**config.mk**
```make
export PLATFORM = sky130hd
export DESIGN_NAME = sysctl_upper
export DESIGN_NICKNAME = d
export VERILOG_FILES = /design/src/inc/sysctl_pkg.sv /design/src/core/sysctl_upper.sv
export SDC_FILE = /design/constraint.sdc
export NUM_CORES = 1
export LEC_CHECK = 0
export BUFFER_PORTS_ARGS = -buffer_cell sky130_fd_sc_hd__buf_2
export CAP_MARGIN = 20
export CORE_MARGIN = 2
export CORE_UTILIZATION = 45
export CTS_CLUSTER_DIAMETER = 60
export CTS_CLUSTER_SIZE = 14
export DETAILED_ROUTE_END_ITERATION = 6
export HOLD_SLACK_MARGIN = 0.1
export PLACE_DENSITY_LB_ADDON = 0.05
export SYNTH_ARGS = -nofsm -noshare
export SYNTH_HDL_FRONTEND = slang
export SYNTH_SLANG_ARGS = --single-unit
export TNS_END_PERCENT = 100
```
**constraint.sdc**
```tcl
create_clock -name mclk -period 20.6 [get_ports mclk]
set_input_delay 0 -clock mclk [delete_from_list [all_inputs] [get_ports mclk]]
set_output_delay 0 -clock mclk [all_outputs]
set_load 0.03 [all_outputs]
```
**src/inc/sysctl_pkg.sv**
```systemverilog
// Summary of operation
// Secure configuration register access is undefined below level 3, performed at level 3.
// Level-1 system control register is 64 bits wide.
// Low 32 bits are shared with the 32-bit state control view.
// Bit 63 traps level-0 implementation-specific accesses unless host pair is both 1.
// Bit 62 with NMI enable decides stack-select masking and entry mask value.
// NMI enable sits at bit 61 and clears on warm reset.
// Bit 60 traps level-0 matrix pointer access, class 0x18, to 1 or 2.
// Bit 57 decides level-1 data access fault on level-0 executable pages.
// Bit 56 traps level-0 64-byte load/store, class 0x0a, code 2.
// Bit 55 traps level-0 store-status accdata, code 1.
// Bit 54 traps level-0 store-status, code 0.
// Bits 53 and 52 enable transactions at levels 1 and 0.
// Bits 51 and 50 force trivial transactions at levels 1 and 0.
// Delay enabled: wait at least 2^(field+8) cycles before wait trap.
// Bit 45 enables the delayed wait trap; zero means no delay.
// Exception entry loads store-bypass-safe state from bit 44.
// Bit 43 controls level-1 tag access when both higher enables set.
// Bit 42 controls level-0 tag access, higher enables set, pair not both.
// Bits 41:40 select level-1 tag fault effect; 0b11 reserved without rev3.
// Bits 39:38 select level-0 tag fault effect unless pair is both 1.
// Bit 37 syncs pending async tag faults on entry to level 1.
// Bits 36 and 35 select branch type compatibility at levels 1 and 0.
// Fields without defined reset value reset to an arbitrary value.
// Bit 33 enables level-0 memory copy/set; effective 1 when pair both 1.
// Absent features and reserved bits 59:58, 34 read zero, ignore writes.
package sysctl_pkg;
   // ----------------------------------------------------------------
   // Register addressing
   // ----------------------------------------------------------------
   localparam logic [3:0] ADDR_CTRL_LO  = 4'h0;
   localparam logic [3:0] ADDR_CTRL_HI  = 4'h4;
   localparam logic [3:0] ADDR_SCR_LO   = 4'h8;
   localparam logic [3:0] ADDR_SCR_HI   = 4'hc;
   // ----------------------------------------------------------------
   // Field positions
   // ----------------------------------------------------------------
   localparam int B_IMPL_TRAP  = 63;
   localparam int B_SP_MASK    = 62;
   localparam int B_NMI        = 61;
   localparam int B_TP2        = 60;
   localparam int B_ENHANCED_PRIV_ACCESS_NEVER       = 57;
   localparam int B_ALS        = 56;
   localparam int B_AS0        = 55;
   localparam int B_ASR        = 54;
   localparam int B_TME1       = 53;
   localparam int B_TRANSACTIONAL_MEM_ENABLE_L0       = 52;
   localparam int B_TMT1       = 51;
   localparam int B_TRIVIAL_TRANSACT_L0       = 50;
   localparam int B_DEL_HI     = 49;
   localparam int B_DEL_LO     = 46;
   localparam int B_DEL_EN     = 45;
   localparam int B_SSBS       = 44;
   localparam int B_ATA1       = 43;
   localparam int B_ALLOC_TAG_ACCESS_L0       = 42;
   localparam int B_TCF1_LO    = 40;
   localparam int B_TAG_FAULT_MODE_L0_LO    = 38;
   localparam int B_TAG_FAULT_SYNC_ON_ENTRY      = 37;
   localparam int B_BT1        = 36;
   localparam int B_BT0        = 35;
   localparam int B_MOPS       = 33;
   localparam int DELAY_BIAS   = 8;
   // ----------------------------------------------------------------
   // Reset and writable masks
   // ----------------------------------------------------------------
   localparam logic [63:0] CTRL_RESET   = 64'h0000_0000_0000_0000;
   localparam logic [63:0] UPPER_WMASK  = 64'hf3ff_fffa_0000_0000;
   localparam logic [1:0]  TCF_RSVD     = 2'h3;
   // ----------------------------------------------------------------
   // Trap reporting
   // ----------------------------------------------------------------
   localparam logic [5:0]  EC_SYSREG    = 6'h18;
   localparam logic [5:0]  EC_LS64      = 6'h0a;
   localparam logic [24:0] ISS_ALS      = 25'h0000002;
   localparam logic [24:0] ISS_AS0      = 25'h0000001;
   localparam logic [24:0] ISS_ASR      = 25'h0000000;
   localparam logic [1:0]  EL0 = 2'h0;
   localparam logic [1:0]  EL3 = 2'h3;
endpackage

```
**src/core/sysctl_upper.sv**
```systemverilog
// Strobed register access and the register offsets were chosen for this implementation.
`timescale 1ns/1ns
module sysctl_upper #(
   parameter logic [63:0] FEAT_MASK  = 64'hf3ff_fffa_0000_0000,
   parameter bit          HAS_TAG3   = 1'b0,
   parameter int          DELAY_W    = 24
) (
   input  wire logic        mclk,
   input  wire logic        reset,
   input  wire logic [3:0]  addr,
   input  wire logic [31:0] wdata,
   input  wire logic        wr,
   input  wire logic        rd,
   input  wire logic [1:0]  cur_level,
   output logic [31:0]      rdata,
   output logic             undef_access,
   input  wire logic        host_hypervisor_bit,
   input  wire logic        general_trap_bit,
   input  wire logic        scr_tag_enable,
   input  wire logic        hyp_tag_enable,
   input  wire logic        priv_access_never,
   input  wire logic        tag_faults_sync,
   input  wire logic        exc_entry_l1,
   input  wire logic        acc_impl_l0,
   input  wire logic        acc_tp2_l0,
   input  wire logic        exec_ls64_l0,
   input  wire logic        exec_store_64_byte_status_accdata_l0,
   input  wire logic        exec_store_64_byte_status_l0,
   input  wire logic        wfe_trap_req,
   output logic             trap_take,
   output logic             trap_to_l2,
   output logic [5:0]       trap_class,
   output logic [24:0]      trap_syndrome,
   output logic             wfe_trap_take,
   output logic [31:0]      ctrl32_view,
   output logic [29:0]      ctrl_eff_hi,
   output logic             mem_copy_set_enable,
   output logic             sp_acts_as_mask,
   output logic             entry_allint,
   output logic             entry_store_bypass_safe,
   output logic             entry_sync_tag_faults,
   output logic             enhanced_priv_access_never_fault_enable
);
   import sysctl_pkg::*;

   if (DELAY_W < 24) begin : g_width_check
      $error("DELAY_W too small for largest delay");
   end

   // ----------------------------------------------------------------
   // Register storage
   // ----------------------------------------------------------------
   logic [63:0] ctrl_r;
   logic [63:0] scr_r;
   logic [63:0] ctrl_nxt;
   logic [63:0] scr_nxt;
   logic [DELAY_W-1:0] wait_cnt_r;
   logic               wait_busy_r;

   wire logic  pair_host    = host_hypervisor_bit & general_trap_bit;
   wire logic  at_l3        = (cur_level == EL3);
   wire logic  scr_hit      = (addr == ADDR_SCR_LO) | (addr == ADDR_SCR_HI);
   wire logic  scr_denied   = scr_hit & (wr | rd) & ~at_l3;
   wire logic  [63:0] wmask = UPPER_WMASK & FEAT_MASK | 64'h0000_0000_ffff_ffff;
   wire logic  [1:0]  tcf1_w = wdata[B_TCF1_LO-32+:2];
   wire logic  [1:0]  tag_fault_mode_l0_w = wdata[B_TAG_FAULT_MODE_L0_LO-32+:2];
   // Reserved tag fault encodings are dropped, keeping the old field value
   wire logic  tcf1_bad     = ~HAS_TAG3 & (tcf1_w == TCF_RSVD);
   wire logic  tag_fault_mode_l0_bad     = ~HAS_TAG3 & (tag_fault_mode_l0_w == TCF_RSVD);
   wire logic  [31:0] hi_keep = {22'h0, tcf1_bad, tcf1_bad, tag_fault_mode_l0_bad, tag_fault_mode_l0_bad, 6'h0};
   wire logic  [31:0] hi_mask = wmask[63:32] & ~hi_keep;
   wire logic  [31:0] hi_new  = (ctrl_r[63:32] & ~hi_mask) | (wdata & hi_mask);
   wire logic  [31:0] lo_new  = (ctrl_r[31:0] & ~wmask[31:0]) | (wdata & wmask[31:0]);

   always_comb begin
      ctrl_nxt = ctrl_r;
      scr_nxt  = scr_r;
      if (wr && addr == ADDR_CTRL_LO) begin
         ctrl_nxt[31:0] = lo_new;
      end else if (wr && addr == ADDR_CTRL_HI) begin
         ctrl_nxt[63:32] = hi_new;
      end else if (wr && addr == ADDR_SCR_LO && at_l3) begin
         scr_nxt[31:0] = wdata;
      end else if (wr && addr == ADDR_SCR_HI && at_l3) begin
         scr_nxt[63:32] = wdata;
      end
   end

   // Reset clears all fields; zero is a legal choice where reset is unknown
   always_ff @(posedge mclk or posedge reset) begin
      if (reset) begin
         ctrl_r <= CTRL_RESET;
         scr_r  <= 64'h0;
      end else begin
         ctrl_r <= ctrl_nxt;
         scr_r  <= scr_nxt;
      end
   end

   // ----------------------------------------------------------------
   // Read port
   // ----------------------------------------------------------------
   wire logic [31:0] rd_mux =
      (addr == ADDR_CTRL_LO) ? ctrl_r[31:0] :
      (addr == ADDR_CTRL_HI) ? ctrl_r[63:32] :
      (addr == ADDR_SCR_LO && at_l3) ? scr_r[31:0] :
      (addr == ADDR_SCR_HI && at_l3) ? scr_r[63:32] : 32'h0;

   always_ff @(posedge mclk or posedge reset) begin
      if (reset) begin
         rdata        <= 32'h0;
         undef_access <= 1'b0;
      end else begin
         rdata        <= rd ? rd_mux : 32'h0;
         undef_access <= scr_denied;
      end
   end

   // ----------------------------------------------------------------
   // Trap decision, priority ordered
   // ----------------------------------------------------------------
   wire logic t_impl  = acc_impl_l0 & ctrl_r[B_IMPL_TRAP] & ~pair_host;
   // Enable bit clear means the access traps
   wire logic t_tp2   = acc_tp2_l0 & ~ctrl_r[B_TP2] & ~pair_host;
   wire logic t_als   = exec_ls64_l0 & ~ctrl_r[B_ALS] & ~pair_host;
   wire logic t_as0   = exec_store_64_byte_status_accdata_l0 & ~ctrl_r[B_AS0] & ~pair_host;
   wire logic t_asr   = exec_store_64_byte_status_l0 & ~ctrl_r[B_ASR] & ~pair_host;

   wire logic [5:0]  cls_n =
      t_impl ? EC_SYSREG : t_tp2 ? EC_SYSREG : EC_LS64;
   wire logic [24:0] iss_n =
      (t_impl | t_tp2) ? 25'h0 : t_als ? ISS_ALS : t_as0 ? ISS_AS0 : ISS_ASR;
   wire logic any_trap = t_impl | t_tp2 | t_als | t_as0 | t_asr;

   always_ff @(posedge mclk or posedge reset) begin
      if (reset) begin
         trap_take     <= 1'b0;
         trap_to_l2    <= 1'b0;
         trap_class    <= 6'h0;
         trap_syndrome <= 25'h0;
      end else begin
         trap_take     <= any_trap;
         trap_to_l2    <= ~t_impl & t_tp2 & general_trap_bit;
         trap_class    <= any_trap ? cls_n : 6'h0;
         trap_syndrome <= any_trap ? iss_n : 25'h0;
      end
   end

   // ----------------------------------------------------------------
   // Delayed wait-for-event trap
   // ----------------------------------------------------------------
   wire logic [3:0] del_f = ctrl_r[B_DEL_HI:B_DEL_LO];
   wire logic [4:0] del_sh = {1'b0, del_f} + 5'(DELAY_BIAS);
   wire logic [DELAY_W-1:0] del_len = DELAY_W'(1) << del_sh;
   wire logic del_on   = ctrl_r[B_DEL_EN];
   wire logic cnt_done = wait_busy_r & (wait_cnt_r >= del_len - DELAY_W'(1));
   wire logic wfe_fire = wfe_trap_req & (~del_on | cnt_done);

   always_ff @(posedge mclk or posedge reset) begin
      if (reset) begin
         wait_cnt_r    <= '0;
         wait_busy_r   <= 1'b0;
         wfe_trap_take <= 1'b0;
      end else begin
         wfe_trap_take <= wfe_fire;
         if (!wfe_trap_req || wfe_fire) begin
            wait_busy_r <= 1'b0;
            wait_cnt_r  <= '0;
         end else if (del_on) begin
            wait_busy_r <= 1'b1;
            wait_cnt_r  <= wait_busy_r ? wait_cnt_r + DELAY_W'(1) : '0;
         end
      end
   end

   // ----------------------------------------------------------------
   // Effective control outputs
   // ----------------------------------------------------------------
   logic [29:0] eff_nxt;
   always_comb begin
      eff_nxt = ctrl_r[63:34];
      eff_nxt[B_TRANSACTIONAL_MEM_ENABLE_L0-34] = ctrl_r[B_TRANSACTIONAL_MEM_ENABLE_L0] & ~pair_host;
      eff_nxt[B_TRIVIAL_TRANSACT_L0-34] = ctrl_r[B_TRIVIAL_TRANSACT_L0] & ~pair_host;
      eff_nxt[B_ATA1-34] = ctrl_r[B_ATA1] & scr_tag_enable & hyp_tag_enable;
      eff_nxt[B_ALLOC_TAG_ACCESS_L0-34] = ctrl_r[B_ALLOC_TAG_ACCESS_L0] & scr_tag_enable & hyp_tag_enable
                           & ~pair_host;
      eff_nxt[B_TAG_FAULT_MODE_L0_LO-34+:2] = pair_host ? 2'h0 : ctrl_r[B_TAG_FAULT_MODE_L0_LO+:2];
      eff_nxt[B_BT0-34]  = ctrl_r[B_BT0] & ~pair_host;
   end

   always_ff @(posedge mclk or posedge reset) begin
      if (reset) begin
         ctrl32_view             <= 32'h0;
         ctrl_eff_hi             <= 30'h0;
         mem_copy_set_enable     <= 1'b0;
         sp_acts_as_mask         <= 1'b0;
         entry_allint            <= 1'b0;
         entry_store_bypass_safe <= 1'b0;
         entry_sync_tag_faults   <= 1'b0;
         enhanced_priv_access_never_fault_enable       <= 1'b0;
      end else begin
         ctrl32_view         <= ctrl_r[31:0];
         ctrl_eff_hi         <= eff_nxt;
         mem_copy_set_enable <= ctrl_r[B_MOPS] | pair_host;
         sp_acts_as_mask     <= ctrl_r[B_NMI] & ctrl_r[B_SP_MASK];
         if (exc_entry_l1) begin
            entry_allint            <= ctrl_r[B_NMI] & ~ctrl_r[B_SP_MASK];
            entry_store_bypass_safe <= ctrl_r[B_SSBS];
            entry_sync_tag_faults   <= ~tag_faults_sync & ctrl_r[B_TAG_FAULT_SYNC_ON_ENTRY];
         end
         enhanced_priv_access_never_fault_enable   <= priv_access_never & ctrl_r[B_ENHANCED_PRIV_ACCESS_NEVER];
      end
   end

   // Independent count of held request cycles, so a broken delay counter shows
   logic [DELAY_W:0] held_r;
   always_ff @(posedge mclk or posedge reset) begin
      if (reset) begin
         held_r <= '0;
      end else begin
         held_r <= (wfe_trap_req && !wfe_fire) ? held_r + (DELAY_W+1)'(1) : '0;
      end
   end
endmodule // sysctl_upper

```
==> results of run 1 <==
-- state kept, by name (all words and copies together) (netlist names), named ones only --
name and flops:
scr_r 64, ctrl_r 56, ctrl32_view 32, rdata 32
ctrl_eff_hi 27, wait_cnt_r 24, trap_class 3, trap_syndrome 2
enhanced_priv_access_never_fault_enable 1, entry_allint 1, entry_store_bypass_safe 1, entry_sync_tag_faults 1
mem_copy_set_enable 1, sp_acts_as_mask 1, trap_to_l2 1, undef_access 1
wait_busy_r 1, wfe_trap_take 1
-- cell type report --
class	count	area (um2)
timing repair buffer	233	1514
sequential	254	6356
tap	319	399.1
clock inverter	8	103.9
clock buffer	27	643.1
inverter	6	30.03
multi-input combinational	550	4103
fill	2037	10390
-- per-stage QoR --
step	instances	hold slack (ns)	util, %	setup WS, ns
after floorplan	882	0.06993	-	13.62
after global placement	1297	0.2078	49.92	17.67
after detailed placement	1297	0.2041	49.92	17.66
after CTS	1397	0.1174	55.85	17.64
after global routing	1397	0.1689	55.85	17.35
final	1397	0.1405	55.85	17.66
-- layer usage --
| metal | global-route usage, % | share of wire (%) |
|---|---|---|
| met3 | 2.683 | 4.0 |
| met1 | 26.89 | 47 |
| met4 | 4.215 | 1.8 |
| met5 | 0 | 0 |
| met2 | 32.09 | 47 |
-- worst reg2reg max path: cells and delay by family (launching register included) --
kind	cells	cell delay, ns
adders and majority gates	1	0.26
DFF	1	0.54
AOI/OAI and AO/OA	2	0.42
and+or+nand+nor	5	1.61
-- worst paths after layout --
kind | from | to | slack [ns] | cells after the start
min in group asynchronous | reset | ctrl_eff_hi[19] | 0.19 | 3
min | addr[1] | rdata[0] | 0.14 | 5
max reg2reg | ctrl_r[48] | wfe_trap_take | 17.66 | 8
max | ctrl_r[48] | wfe_trap_take | 17.66 | 8
min reg2reg | ctrl_r[6] | ctrl32_view[6] | 0.40 | 0
max in group asynchronous | reset | ctrl_r[29] | 18.20 | 5
-- cell families (layout without fill, tap and decap cells) --
logic type | Yosys count | in the layout | synth area share [%]
multiplexers | 149 | 149 | 15.93
flip-flops | 254 | 254 | 58.67
adder cells (fa/ha/maj) | 24 | 24 | 2.772
AND/OR/NAND/NOR | 250 | 250 | 12.14
buffers and inverters | 78 | 274 | 4.678
XOR/XNOR | 22 | 22 | 1.779
other | 2 | 36 | 0.06933
AO/OA/AOI/OAI | 69 | 69 | 3.962
-- timing repair --
action                                 in CTS  in global routing
buffers inserted                            0                  0
endpoints found under the hold margin     267                  0
hold buffers                               65                  0
-- report_power, final --
group          switching (mW)  internal (mW)  leakage (nW)
logic                   0.144         0.0921          2.99
clock network           0.184          0.247         0.365
registers              0.0453          0.572          3.31
-- Yosys cell counts, types with 4 or more instances --
cell type,count,area (um2)
a21oi_1,13,65.06
a22oi_1,4,30.03
and2_1,38,237.7
and3_1,6,37.54
buf_2,12,60.06
buf_4,35,262.8
buf_6,9,101.4
clkbuf_1,15,56.30
dfrtp_1,254,6356
ha_1,24,300.3
inv_1,6,22.52
mux2_1,12,135.1
mux2_2,55,619.3
mux2_4,30,450.4
mux2i_1,52,520.5
nand2_1,91,341.6
nand2b_1,8,50.05
nand3_1,19,95.09
nand4_1,14,87.58
nor2_1,22,82.58
nor3_1,27,135.1
o21ai_0,13,65.06
o22ai_1,26,162.7
xnor2_1,7,61.31
xor2_1,15,131.4
==> results.json, run 1 <==
{
  "hold_path.class": "in -> reg",
  "clock_latency_ns": 0.51,
  "die_w_um": 159.2,
  "ys_seq_area_share_pct": 58.67,
  "wl_um": 24310,
  "hpwl_um": 15080,
  "rows": 56,
  "drc": 0,
  "yosys_warnings": 0,
  "avgViaCountPerCell": 5.026,
  "cts_root_buffer": "clkbuf_16",
  "first_pass_iters": 4,
  "crit_family": "simple AND/OR/NAND/NOR gates",
  "coreArea_mm2": 0.02354,
  "grtUsageTotal_pct": 19.21,
  "antenna_found_initial": 0,
  "synth_cell_types": 52,
  "synth-edff-count": 0,
  "maxSlewHeadroom_pct": 40.90,
  "ir_drop_mv": 0.05257,
  "setup_tns_ns": 0,
  "first_global_vias": 7024,
  "numClockSinks": 254,
  "finalCritPeriodShare_pct": 14.27,
  "finalHoldViolations": 0,
  "final_cell_mix": "dfrtp_1 (254), buf_2 (159), nand2_1 (91)",
  "ios": 190,
  "rsz0062_at_grt": "no",
  "crit_fanout": 26,
  "cts_made_buffers": 24,
  "synth_seq_cells": 254,
  "crit_path_end_kind": "flop",
  "antenna_cells": 0,
  "die-area_mm2": 0.02533,
  "outcome": "finished clean",
  "clockBufferDepth": 3,
  "slowest_delay_ns": 0.61,
  "syn-mean-instance-area_um2": 12.77,
  "vias": 7021,
  "portBuffers": 160,
  "crit_required_ns": 21.00,
  "power_leakage_nw": 6.659,
  "cts_resized": 0,
  "ys.flop_type": "dfrtp_1",
  "areaGrowthSynthToFinish_pct": 21.38,
  "start_util_pct": 46.01,
  "crit_chain": "or2_2 > o21ai_0 > ha_1 > nand4_1 > nor4_1 > a221oi_2 > nand4_2 > and3_1",
  "final-setup-viol-count": 0,
  "finalPower_mw": 1.283,
  "crit_arrival_ns": 3.34,
  "start_kind": "flop",
  "layout_commonest_cell": "dfrtp_1",
  "worst-path-buf-inv": 0,
  "die_height_um": 159.2,
  "fin_nets": 1148,
  "p_per_area_mw_per_mm2": 97.61,
  "finalMaxSlewViolations": 0,
  "htree_levels": 1,
  "drive_gt1_share_pct": 28.11,
  "tightest_slew_ns": 0.8865,
  "netlist_instances": 848,
  "drtAntennaViolNets": 0,
  "syn-cell-area_mm2": 0.01083,
  "gp_congestion": 0.7816,
  "maxCapViolations": 0,
  "drtIter0Drc": 301,
  "crit_type": "reg -> reg",
  "grt_start_max_net_pins": 119,
  "critical-path-slowest-cell": "nand4_2",
  "final_area_mm2": 0.01315,
  "cts_tree": "done",
  "grt_pass1_wl_um": 39360,
  "skew_ns": 0.008509,
  "max_freq_mhz": 340.1,
  "grt.overflow.total": 0,
  "wire_per_inst_um": 17.40,
  "path_clk_slew_ns": 0.07,
  "fin_crit_ns": 2.940,
  "async_flop_share_pct": 100.0,
  "place_area_mm2": 0.01175
}
(Power assumes the default switching activity.)
==> run 2, diff against run 1 <==
==> constraint.sdc (replaced) <==
create_clock -name mclk -period 3.1 [get_ports mclk]
set_input_delay 0 -clock mclk [delete_from_list [all_inputs] [get_ports mclk]]
set_output_delay 0 -clock mclk [all_outputs]
set_load 0.03 [all_outputs]
==> results.json, run 2 (same netlist as run 1, synthesis figures left out) <==
{
  "outcome": "finished clean",
  "portBuffers": 160,
  "worstHoldPathCells": 2,
  "r2r_cells": 8,
  "vias": 7033,
  "antenna_found_initial": 1,
  "slowest_delay_ns": 0.55,
  "finalHoldViolations": 0,
  "ios": 190,
  "min_from": "rd",
  "hold_path.class": "in -> reg",
  "drc": 0,
  "drive_gt1_share_pct": 28.12,
  "dpl_worst_slack_ns": 0.05355,
  "cts_setup_buffers": 0,
  "skew_ns": 0.009816,
  "p_per_area_mw_per_mm2": 623.1,
  "final-setup-viol-count": 0,
  "maxCapViolations": 0,
  "crit_fanout": 26,
  "areaGrowthSynthToFinish_pct": 20.66,
  "crit_chain": "or2_2 > o21ai_0 > ha_1 > nand4_1 > nor4_1 > a221oi_2 > nand4_4 > and3_1",
  "worst-path-buf-inv": 0,
  "grtUsageTotal_pct": 19.55,
  "max_freq_mhz": 363.1,
  "grt.overflow.total": 0,
  "numClockSinks": 254,
  "hpwl_um": 15620,
  "crit_type": "reg -> reg",
  "dp_cells": 1305,
  "start_util_pct": 46.01,
  "grt_start_max_net_pins": 111,
  "crit_family": "simple AND/OR/NAND/NOR gates",
  "drtAntennaViolNets": 0,
  "clockBufferDepth": 3,
  "largest-register": "scr_r",
  "layout_commonest_cell": "dfrtp_1",
  "largest_register_ffs": 64,
  "wl_um": 24790,
  "power_leakage_nw": 6.618,
  "ir_drop_mv": 0.3281,
  "hold-worst-slack_ns": 0.1456,
  "crit_required_ns": 3.50,
  "rows": 56,
  "cts_root_buffer": "clkbuf_16",
  "hold_end": "rdata[24]",
  "rsz0062_at_grt": "no",
  "r2r_setup_slack_ns": 0.35,
  "maxSlewHeadroom_pct": 38.83,
  "wire_per_inst_um": 17.79,
  "cts_made_buffers": 22,
  "final_cells": 1394,
  "final_cell_mix": "dfrtp_1 (254), buf_2 (159), nand2_1 (91)",
  "start_kind": "flop",
  "die-area_mm2": 0.02533,
  "die_w_um": 159.2,
  "coreArea_mm2": 0.02354,
  "critical-path-slowest-cell": "dfrtp_1",
  "crit_path_end_kind": "flop",
  "fin_crit_ns": 2.754,
  "avgViaCountPerCell": 5.045,
  "first_global_vias": 7116,
  "grt_pass1_wl_um": 39960,
  "finalMaxSlewViolations": 0,
  "top_regs": "scr_r (64), ctrl_r (56)",
  "worst_r2r_endpoint": "wfe_trap_take",
  "cts_tree": "done",
  "finalPower_mw": 8.145,
  "htree_levels": 1,
  "drtIter0Drc": 300,
  "clock_latency_ns": 0.51,
  "die_height_um": 159.2,
  "gp_congestion": 0.7847,
  "crit_arrival_ns": 3.15,
  "tightest_slew_ns": 0.9150,
  "r2r-start": "ctrl_r[48]",
  "path_clk_slew_ns": 0.07,
  "first_pass_iters": 4,
  "setup_slack_ns": 0.3459,
  "fin_nets": 1150,
  "finalCritPeriodShare_pct": 88.84
}
run 2: changes by cell type in the layout (fill, tap and decap cells not counted), sizes merged:
cell	delta
diode	+1
inv	-1
buf	+8
clkbuf	-3
clkinv	-3
clkinvlp	+1
dlygate4sd3	-4
bufinv	-2
run 2: worst reg2reg max path, delay by kind of cell (launching register included):
| family | cells | cell delay [ns] |
|---|---|---|
| flops | 1 | 0.55 |
| fa+ha+maj | 1 | 0.27 |
| compound gates | 2 | 0.49 |
| simple gates | 5 | 1.32 |
run 2: power by group:
group	switching, mW	internal (mW)
logic	0.958	0.620
clock network	1.15	1.32
registers	0.304	3.80
run 2: worst max path at each step:
stage	start	depth (start not counted)	slack [ns]	to
2_1_floorplan	reset	1	-0.24	asynchronous set/reset pin
4_1_cts	ctrl_r[48]	8	0.04	wfe_trap_take
3_3_place_gp	ctrl_r[48]	8	0.20	wfe_trap_take
3_5_place_dp	ctrl_r[48]	8	0.05	wfe_trap_take
6_report	ctrl_r[48]	8	0.35	wfe_trap_take
5_1_grt	ctrl_r[48]	8	0.13	wait_cnt_r[23]
run 2: layer usage:
layer / vias up / GRT usage (%) / share of wire [%]
li1: 3324 / - / -
met1: 3494 / 27.53 / 47
met2: 178 / 32.02 / 46
met3: 37 / 3.048 / 5.1
met4: 0 / 4.752 / 1.9
met5: - / 0 / 0
run 2: repair_timing:
item / in CTS / in global routing
resized for setup: 0 / 1
hold buffers: 61 / 0
hold endpoints to repair: 400 / 0
endpoints found under the setup margin: 0 / 26
run 2: through the flow:
stage | instance area, um2 | utilization [%] | TNS, ns
final | 13070 | 55.52 | 0
after global routing | 13070 | 55.52 | 0
after CTS | 13060 | 55.47 | 0
after detailed placement | 11850 | 50.35 | 0
after global placement | 11850 | 50.35 | 0
after floorplan | 10960 | - | -61.89
run 2: cell type report:
type                       count  area, um2
clock buffer                  24      579.3
fill                        2043      10470
antenna                        1      2.502
multi-input combinational    550       4106
timing repair buffer         237       1584
sequential                   254       6356
clock inverter                 3      17.52
tap                          319      399.1
inverter                       6      26.28
==> run 3, diff against run 2 <==
==> constraint.sdc (replaced) <==
create_clock -name mclk -period 2.4 [get_ports mclk]
set_input_delay 0 -clock mclk [delete_from_list [all_inputs] [get_ports mclk]]
set_output_delay 0 -clock mclk [all_outputs]
set_load 0.03 [all_outputs]
==> results.json, run 3 (same netlist as run 1, synthesis figures left out) <==
{
  "drtIter0Drc": 363,
  "hpwl_um": 15820,
  "rsz0062_at_grt": "yes",
  "drive_gt1_share_pct": 32.82,
  "top_regs": "scr_r (64), ctrl_r (56)",
  "die-area_mm2": 0.02533,
  "areaGrowthSynthToFinish_pct": 26.70,
  "gp_congestion": 0.7897,
  "start_util_pct": 46.01,
  "crit_chain": "or2_4 > o211ai_1 > ha_1 > nand4_1 > nor4_4 > a221oi_4 > nand4_4 > clkbuf_16 > nor3_4",
  "crit_fanout": 7,
  "setup_tns_ns": 0,
  "clockBufferDepth": 3,
  "fin_crit_ns": 2.370,
  "outcome": "finished clean",
  "grt.overflow.total": 0,
  "max_freq_mhz": 422.0,
  "ios": 190,
  "grt_pass1_wl_um": 40350,
  "worst-path-buf-inv": 1,
  "finalPower_mw": 11.54,
  "die_height_um": 159.2,
  "crit_path_end_kind": "flop",
  "ir_drop_mv": 0.4114,
  "crit_family": "simple AND/OR/NAND/NOR gates",
  "final-setup-viol-count": 0,
  "place_area_mm2": 0.01197,
  "grtUsageTotal_pct": 19.81,
  "grt_start_max_net_pins": 118,
  "cts_made_buffers": 25,
  "finalMaxSlewViolations": 0,
  "antenna_found_initial": 0,
  "largest_register_ffs": 64,
  "skew_ns": 0.009128,
  "numClockSinks": 254,
  "layout_commonest_cell": "dfrtp_1",
  "clock_latency_ns": 0.53,
  "wire_per_inst_um": 17.76,
  "largest-register": "scr_r",
  "post-route-util_pct": 58.30,
  "setup_slack_ns": 0.03019,
  "hold_path.class": "in -> reg",
  "power_leakage_nw": 6.936,
  "first_global_vias": 7183,
  "htree_levels": 1,
  "tightest_slew_ns": 1.378,
  "finalCritPeriodShare_pct": 98.74,
  "die_w_um": 159.2,
  "avgViaCountPerCell": 5.010,
  "coreArea_mm2": 0.02354,
  "dpl_worst_slack_ns": -0.009353,
  "start_kind": "flop",
  "drtAntennaViolNets": 0,
  "first_pass_iters": 4,
  "vias": 7154,
  "r2r_setup_slack_ns": 0.03,
  "crit_type": "reg -> reg",
  "maxSlewHeadroom_pct": 7.937,
  "path_clk_slew_ns": 0.07,
  "p_per_area_mw_per_mm2": 841.1,
  "maxCapViolations": 0,
  "final_cell_mix": "dfrtp_1 (252), buf_2 (159), nand2_1 (90)",
  "final_area_mm2": 0.01373,
  "critical-path-slowest-cell": "dfrtp_2",
  "portBuffers": 160,
  "finalHoldViolations": 0,
  "fin_nets": 1174,
  "antenna_cells": 0,
  "wl_um": 25360,
  "drc": 0,
  "crit_arrival_ns": 2.80,
  "cts_tree": "done",
  "rows": 56,
  "cts_root_buffer": "clkbuf_16",
  "slowest_delay_ns": 0.44,
  "crit_required_ns": 2.83
}
-- run 3: layout make-up --
class	count	area, um2
clock inverters	10	143.9
repair buffers	258	1805
fillers	1987	9817
well taps	319	399.1
clock buffers	31	678.2
flip-flops and latches	254	6359
multi-input cells	550	4314
inverters	6	26.28
-- run 3: final timing paths --
check,start,end,cells past startpoint
max in group asynchronous,reset,asynchronous set/reset pin,5
hold reg to reg,ctrl_r[28],ctrl32_view[28],0
hold / removal,priv_access_never,enhanced_priv_access_never_fault_enable,3
min in group asynchronous,reset,scr_r[53],4
setup reg to reg,ctrl_r[47],wait_cnt_r[17],9
setup / recovery,ctrl_r[47],wait_cnt_r[17],9
-- run 3: worst reg2reg max path, cell delays in order, from the launching register on --
cell and delay (ns):
dfrtp_2 0.44, or2_4 0.25, o211ai_1 0.12, ha_1 0.28, nand4_1 0.20, nor4_4 0.07, a221oi_4 0.29, nand4_4 0.21
clkbuf_16 0.23, nor3_4 0.17
-- run 3: timing repair --
| action | 4_1_cts | 5_1_grt |
|---|---|---|
| hold buffers | 63 | 0 |
| pin swaps | 1 | 28 |
| setup buffers | 1 | 4 |
| endpoints found under the setup margin | 19 | 26 |
| hold endpoints to repair | 407 | 0 |
| resized for setup | 1 | 44 |
| cloned | 0 | 3 |
-- run 3: routing by layer --
metal / share of wire (%) / vias up / GRT usage, % / wire [um]
met4: 1.1 / 0 / 3.843 / 269
li1: - / 3375 / - / -
met3: 4.7 / 24 / 2.917 / 1201
met2: 49 / 166 / 33.18 / 12400
met5: 0 / - / 0 / 0
met1: 45 / 3589 / 27.76 / 11500
-- run 3: per-stage QoR --
| step | hold slack, ns | instances |
|---|---|---|
| final | 0.2392 | 1428 |
| after global routing | 0.2593 | 1428 |
| after CTS | 0.2141 | 1422 |
| after detailed placement | -0.05802 | 1317 |
| after global placement | -0.05964 | 1317 |
| after floorplan | 0.06993 | 882 |
-- run 3: report_power, final --
group / leakage, nW / internal [mW] / switching [mW]
clock network: 0.405 / 2.33 / 1.66
logic: 3.23 / 0.930 / 1.35
registers: 3.30 / 4.91 / 0.365
